<file path="config.mk">
export PLATFORM = sky130hd
export DESIGN_NAME = spc_pin_control
export DESIGN_NICKNAME = d
export VERILOG_FILES = /design/src/design/spc_pin_control.v /design/src/design/spc_sync.v
export VERILOG_INCLUDE_DIRS = /design/src /design/src/design
export SDC_FILE = /design/constraint.sdc
export NUM_CORES = 1
export LEC_CHECK = 0
export BUFFER_PORTS_ARGS = -buffer_cell sky130_fd_sc_hd__buf_2
export CELL_PAD_IN_SITES_DETAIL_PLACEMENT = 1
export CELL_PAD_IN_SITES_GLOBAL_PLACEMENT = 2
export CORE_UTILIZATION = 21
export DETAILED_ROUTE_END_ITERATION = 10
export PLACE_DENSITY_LB_ADDON = 0.1
export SYNTH_ARGS = -nofsm -noshare
export SYNTH_HDL_FRONTEND = slang
export SYNTH_SLANG_ARGS = --single-unit
</file>
<file path="constraint.sdc">
create_clock -name sys_clk -period 2.54 [get_ports sys_clk]
set_input_delay 0.508 -clock sys_clk [delete_from_list [all_inputs] [get_ports sys_clk]]
set_output_delay 0.508 -clock sys_clk [all_outputs]
set_load 0.1 [all_outputs]
</file>
<file path="src/design/spc_defs.vh">
/*
 pin-control register constants: offsets, field positions, reset values.
 assumes inclusion by the pin-control block and its bench.
*/
`ifndef SPC_DEFS_VH
`define SPC_DEFS_VH
`define SPC_PIN_CONTROL_OFF   12'h000
`define SPC_PORT_CONTROL_OFF  12'h004
`define SPC_RATE_GEN_OFF      12'h008
`define SPC_STATUS_OFF        12'h00c
`define SPC_PIN_CONTROL_RST   32'h00000000
`define SPC_PIN_CONTROL_WMASK 32'h00000fbf
`define SPC_PIN_CONTROL_RMASK 32'h00000faf
`define SPC_BIT_TX_SYNC_SRC   11
`define SPC_BIT_RX_SYNC_SRC   10
`define SPC_BIT_TX_CLK_SRC    9
`define SPC_BIT_RX_CLK_SRC    8
`define SPC_BIT_GEN_SEL_HI    7
`define SPC_BIT_LOOPBACK      0
`define SPC_BIT_GEN_SEL_LO    29
`define SPC_BIT_SYNC_GEN_MODE 28
`define SPC_CLK_PERIOD_NS     50
`define SPC_LINK_PERIOD_NS    400
`define SPC_SYNC_STAGES       2
`endif

</file>
<file path="src/design/spc_pin_control.v">
/*
 audio serial port pin-control register bank with apb slave, pin
 direction steering, loopback clock routing and generator input select.
 assumes an apb master on sys_clk; serial pins arrive asynchronously.
*/
// What this block does
// - bits 31-12 read zero, writes ignored
// - tx sync mode 0: sync from outside
// - tx sync mode 1: generation mode chooses
// - rx sync mode selects pin input or output
// - tx clock mode selects pin input or output
// - no loopback: rx clock mode selects direction
// - loopback, mode 0: tx clock, pin floats
// - loopback, mode 1: pin drives tx clock
// - reset clears all fields, pins inputs
// - generation mode: per-copy pulse or generator
// - two select bits choose generator input
`timescale 1ns/10ps
`include "spc_defs.vh"
module spc_pin_control (
    // clock and reset
    input  wire        sys_clk,
    input  wire        rst_n,
    // apb slave
    input  wire        psel,
    input  wire        penable,
    input  wire        pwrite,
    input  wire [11:0] paddr,
    input  wire [31:0] pwdata,
    output wire        pready,
    output reg  [31:0] prdata,
    output wire        pslverr,
    // internal generator and shifter
    input  wire        generatedClock,
    input  wire        generatedSync,
    input  wire        internalClock,
    input  wire        txCopyPulse,
    // transmit clock pin
    input  wire        txClockPinIn,
    output wire        txClockPinOut,
    output wire        txClockPinOeN,
    // receive clock pin
    input  wire        rxClockPinIn,
    output wire        rxClockPinOut,
    output wire        rxClockPinOeN,
    // transmit sync pin
    input  wire        txSyncPinIn,
    output wire        txSyncPinOut,
    output wire        txSyncPinOeN,
    // receive sync pin
    input  wire        rxSyncPinIn,
    output wire        rxSyncPinOut,
    output wire        rxSyncPinOeN,
    // external generator clock pin
    input  wire        extGenClockPin,
    // to the shift logic
    output reg         txClockInt,
    output reg         rxClockInt,
    output reg         txSyncInt,
    output reg         rxSyncInt,
    output reg         genInputClock
);
    reg        rstMeta_q;
    reg        rstSync_q;
    reg [31:0] pinControl_q;
    reg [31:0] portControl_q;
    reg [31:0] rateGen_q;
    wire [4:0] pinSync;
    wire       txSyncSrc;
    wire       rxSyncSrc;
    wire       txClkSrc;
    wire       rxClkSrc;
    wire       genSelHi;
    wire       loopback;
    wire       genSelLo;
    wire       syncGenMode;
    wire       wrEn;
    reg        txSyncGen;

    // async assert, synchronous release
    always @(posedge sys_clk or negedge rst_n) begin
        if (!rst_n) begin
            rstMeta_q <= 1'b0;
            rstSync_q <= 1'b0;
        end else begin
            rstMeta_q <= 1'b1;
            rstSync_q <= rstMeta_q;
        end
    end

    spc_sync #(.WIDTH(5)) pinSyncer (
        .sys_clk (sys_clk),
        .rstN    (rstSync_q),
        .asyncIn ({extGenClockPin, rxSyncPinIn, txSyncPinIn,
                   rxClockPinIn, txClockPinIn}),
        .syncOut (pinSync)
    );

    // zero-wait slave: every access completes in its first access cycle
    assign pready  = 1'b1;
    assign pslverr = 1'b0;
    assign wrEn    = psel & penable & pwrite;

    function [31:0] merge;
        input [31:0] old;
        input [31:0] data;
        input [31:0] mask;
        begin
            merge = (old & ~mask) | (data & mask);
        end
    endfunction

    always @(posedge sys_clk or negedge rstSync_q) begin
        if (!rstSync_q) begin
            pinControl_q  <= `SPC_PIN_CONTROL_RST;
            portControl_q <= 32'h00000000;
            rateGen_q     <= 32'h00000000;
        end else if (wrEn) begin
            case (paddr)
                `SPC_PIN_CONTROL_OFF:
                    // reserved bits 31-12 and 6 never stored; bit 4 is stored but reads zero
                    pinControl_q <= merge(pinControl_q, pwdata,
                        `SPC_PIN_CONTROL_WMASK);
                `SPC_PORT_CONTROL_OFF:
                    portControl_q <= merge(portControl_q, pwdata,
                        32'h00000001);
                `SPC_RATE_GEN_OFF:
                    rateGen_q <= merge(rateGen_q, pwdata, 32'h30000000);
                default: ;
            endcase
        end
    end

    // read mux; unmapped addresses read zero
    always @* begin
        case (paddr)
            `SPC_PIN_CONTROL_OFF:
                prdata = pinControl_q
                    & `SPC_PIN_CONTROL_RMASK;
            `SPC_PORT_CONTROL_OFF: prdata = portControl_q;
            `SPC_RATE_GEN_OFF:     prdata = rateGen_q;
            `SPC_STATUS_OFF:
                prdata = {25'h0000000, genInputClock, rxSyncInt,
                          txSyncInt, rxClockInt, txClockInt,
                          txClockPinOeN, rxClockPinOeN};
            default:               prdata = 32'h00000000;
        endcase
    end

    assign txSyncSrc   = pinControl_q[`SPC_BIT_TX_SYNC_SRC];
    assign rxSyncSrc   = pinControl_q[`SPC_BIT_RX_SYNC_SRC];
    assign txClkSrc    = pinControl_q[`SPC_BIT_TX_CLK_SRC];
    assign rxClkSrc    = pinControl_q[`SPC_BIT_RX_CLK_SRC];
    assign genSelHi    = pinControl_q[`SPC_BIT_GEN_SEL_HI];
    assign loopback    = portControl_q[`SPC_BIT_LOOPBACK];
    assign genSelLo    = rateGen_q[`SPC_BIT_GEN_SEL_LO];
    assign syncGenMode = rateGen_q[`SPC_BIT_SYNC_GEN_MODE];

    // transmit clock follows its own mode bit
    always @* begin
        txClockInt = txClkSrc ? generatedClock : pinSync[0];
    end
    assign txClockPinOut = generatedClock;
    assign txClockPinOeN = ~txClkSrc;

    // loopback takes the tx clock and may mirror it out
    always @* begin
        if (loopback)
            rxClockInt = txClockInt;
        else
            rxClockInt = rxClkSrc ? generatedClock : pinSync[1];
    end
    assign rxClockPinOut = loopback ? txClockInt : generatedClock;
    // loopback with mode 0 leaves the pin floating
    assign rxClockPinOeN = ~rxClkSrc;

    always @* begin
        txSyncGen = syncGenMode ? generatedSync : txCopyPulse;
        txSyncInt = txSyncSrc ? txSyncGen : pinSync[2];
        rxSyncInt = rxSyncSrc ? generatedSync : pinSync[3];
    end
    assign txSyncPinOut = txSyncGen;
    assign txSyncPinOeN = ~txSyncSrc;
    assign rxSyncPinOut = generatedSync;
    assign rxSyncPinOeN = ~rxSyncSrc;

    // generator input select
    always @* begin
        case ({genSelHi, genSelLo})
            2'b00:   genInputClock = pinSync[4];
            2'b01:   genInputClock = internalClock;
            2'b10:   genInputClock = pinSync[1];
            2'b11:   genInputClock = pinSync[0];
            default: genInputClock = internalClock;
        endcase
    end
endmodule // spc_pin_control

</file>
<file path="src/design/spc_sync.v">
/*
 two-flop synchroniser for a bundle of pin levels.
 assumes one system clock and an active-low async reset.
*/
`timescale 1ns/10ps
module spc_sync #(
    parameter WIDTH = 4
) (
    // clock and reset
    input  wire             sys_clk,
    input  wire             rstN,
    // levels
    input  wire [WIDTH-1:0] asyncIn,
    output wire [WIDTH-1:0] syncOut
);
    reg [WIDTH-1:0] stage1_q;
    reg [WIDTH-1:0] stage2_q;

    // first stage read only by the second
    always @(posedge sys_clk or negedge rstN) begin
        if (!rstN) begin
            stage1_q <= {WIDTH{1'b0}};
            stage2_q <= {WIDTH{1'b0}};
        end else begin
            stage1_q <= asyncIn;
            stage2_q <= stage1_q;
        end
    end

    assign syncOut = stage2_q;
endmodule // spc_sync

</file>
==> summary.md <==
| Metric | Value |
|---|---|
| Outcome | `complete, but fails checks` |
| Failing checks | `setup timing` |
| FF-to-FF path depth | `0` |
| CP max-delay cell | `or4_4` |
| Final HPWL DP | `between 2000 and 3000 µm` |
| R2R Setup Slk | `1.54 ns` |
| Core Box Area | `0.00603 mm²` |
| Initial antenna violation count | `0` |
| Ys async rst share | `1.00` |
| Worst setup SP type | `input pin` |
| Commonest cells post-synth | `dfrtp_1, buf_4, mux2_2` |
| FP Rows | `28` |
| Root buffer cell | `clkbuf_8` |
| Num CTS Buffers | `3` |
| Cell Pwr Density | `between 400 and 500 mW/mm²` |
| Vias in the first global route | `between 1000 and 1500` |
| RSZ-0062 raised after global routing | `true` |
| Final Hold Violating Endpoints | `0` |
| Hold_sp | `rxClockPinIn` |
| Drc violations | `0` |
| Post-synth top area cell | `dfrtp_1` |
| DR vias | `1120` |
| Number of buffers on the longest clock path | `2` |
| Worst vdd ir | `0.000225 V` |
| Port Buffers | `64` |
| Vias/cell | `between 4 and 5` |
| Clk Latency, worst-skew pair | `around 0.26 ns` |
| CTS clock-pin slew for the worst setup and hold paths | `0.09 ns` |
| Starting Density | `0.220` |
| Clock sink total | `25` |
| Layout cells sized above 1 | `0.626` |
| Worst hold path type | `input pin to register` |
| Post-Synthesis Cells | `115` |
| Reg2reg end | `pinSyncer.stage1_q[4]` |
| Post-synth EDFFs | `0` |
| Buffers and inverters on the worst path | `2` |
| Final Cycle Share | `1.03` |
| DRT antenna net count | `0` |
| Crit. End Element | `output pin` |
| H-tree depth | `1` |
| Fmax | `roughly 380 MHz` |
| Synth Cell Area | `0.00133 mm²` |
| Most numerous cell in the Yosys netlist | `dfrtp_1` |
| CP arrival | `2.11 ns` |
| PnR worst setup slack | `-0.0820 ns` |
| Ant diodes | `0` |
| Crit. Startpoint | `paddr[6]` |
| DR pass1 iterations | `2` |
| WL/cell | `14.3 µm` |
| Pleak | `between 0.9 and 1 nW` |
| Largest net degree at the start of global routing | `24` |
| FF-to-FF Start | `rstSync_q` |
| Slew @ Worst Pin | `0.972 ns` |
| Syn_area_per_cell | `11.5 µm²` |
| Die ar. | `0.00664 mm²` |
| Slew headroom | `0.352` |
| Ports | `~110` |
| Top-area cell type share of the netlist area | `0.471` |
| Distinct cells, synth | `27` |
| Gr ovfl total | `0` |
| Worst setup path end | `prdata[3]` |
| Crit path kind | `input pin to output pin` |
| Maxcap violations | `0` |
| Cell Chain, Critical Path | `buf_6 > or4_4 > or4_4 > a21oi_4 > buf_12` |
| Most used flip-flop cell after synthesis | `dfrtp_1` |
| Max-slew violations | `0` |
| Required time worst endpoint | `between 2 and 2.5 ns` |
| TritonCTS clock tree | `built` |
| Fin cells | `265` |
| Sequential area share after synthesis | `0.471` |
| Number of synthesized register bits | `25` |
| Minimum clock period | `2.62 ns` |
| Critical Path Most Common Cell | `or4_4` |
| Ranking of synthesized cells by area | `dfrtp_1, mux2_2, buf_4` |
| Post-route setup TNS | `-0.685 ns` |
| First-pass GRT wire length | `5800 µm` |
| Final nets | `249` |
| Die Wd | `a little over 80 µm` |
| Area growth from synthesis to layout | `61.0%` |
| Setup violators final | `14` |
| Max incr delay on CP | `slightly above 0.6 ns` |
| Util after Layout | `0.355` |
| GP Congestion | `0.686` |
| Critical path depth | `5` |
| Crit-path max FO | `5` |
| Clock skew | `0.00277 ns` |
| CP delay by family, top | `simple AND/OR/NAND/NOR gates` |
| Post-placement cell count | `257` |
| Synth Warn # | `0` |
| Drt initial violations | `25` |
| Final wirelength | `3790 µm` |
| Tot GR Track Use | `0.118` |
| Die height | `about 82 µm` |
==> final cells by class <==
class,count,area [µm²]
multi-input combinational,81,701
tap,75,93.8
clock buffer,3,41.3
fill,677,3890
timing repair buffer,76,656
sequential,25,626
inverter,4,15.0
clock inverter,1,5.00
==> power by group <==
part	internal, mW	leakage [nW]	switching [mW]
Combinational	0.0451	0.633	0.220
Clock	0.110	0.0255	0.125
Sequential	0.407	0.322	0.0103
Total	0.562	0.980	0.355
==> state kept, by name (all words and copies together), names as in the netlist <==
register and flops:
pinSyncer.syncOut 5, pinSyncer.stage1_q 5, rstMeta_q 1, portControl_q 1, rstSync_q 1, rateGen_q 2
pinControl_q 10
==> per-stage QoR <==
stage,instance area [µm²],power [mW],worst slack (ns),hold WS [ns]
6_report,2140,0.917,-0.0820,0.341
4_1_cts,2100,0.931,-0.0896,0.336
2_1_floorplan,1510,0.658,-0.293,0.212
3_3_place_gp,2030,0.682,-0.108,0.294
5_1_grt,2140,0.954,-0.117,0.331
3_5_place_dp,2030,0.685,-0.110,0.299
==> cell usage in the layout (no fill, tap or decap), types with 3 or more instances in the layout <==
master,netlist,layout
buf_2,0,48
dfrtp_1,25,25
conb_1,2,21
mux2_2,17,17
buf_12,0,15
and3_4,0,9
buf_4,22,8
inv_1,4,4
buf_6,0,4
or4_4,0,3
nor2b_1,3,3
a22oi_1,3,3
nor2_4,0,3
clkbuf_8,0,3
==> what timing repair did <==
action	CTS	global route
resized for setup	4	4
hold endpoints to repair	2	0
pin swaps	3	3
setup buffers	0	2
hold buffers	1	0
setup endpoints to repair	14	14
cloned	0	1
==> kinds of logic (layout without fill, tap and decap cells) <==
logic type             after synthesis  count (layout)  synth area share
flip-flops                          25              25             0.471
multiplexers                        20              20             0.177
buffers and inverters               28              84             0.142
AO/OA/AOI/OAI                        8               8            0.0424
other                                2              21           0.00566
AND/OR/NAND/NOR                     32              32             0.161
==> layer usage <==
layer / vias to the layer above / share of wire / wire (µm) / track usage
li1: 516 / - / - / -
met1: 553 / 0.42 / 1570 / 0.142
met2: 49 / 0.52 / 1960 / 0.208
met3: 2 / 0.061 / 232 / 0.0244
met4: 0 / 0.0071 / 27 / 0.0375
met5: - / 0 / 0 / 0
==> how the worst min path moves through the flow <==
stage,to,slack (ns),cells after the start
after floorplan,rstMeta_q,0.21,0
after global placement,rstMeta_q,0.29,1
after detailed placement,rstMeta_q,0.30,1
after CTS,pinSyncer.stage1_q[2],0.34,1
after global routing,pinSyncer.stage1_q[0],0.33,1
final,pinSyncer.stage1_q[1],0.34,1
Note: power is estimated with default switching activity, not from simulation.
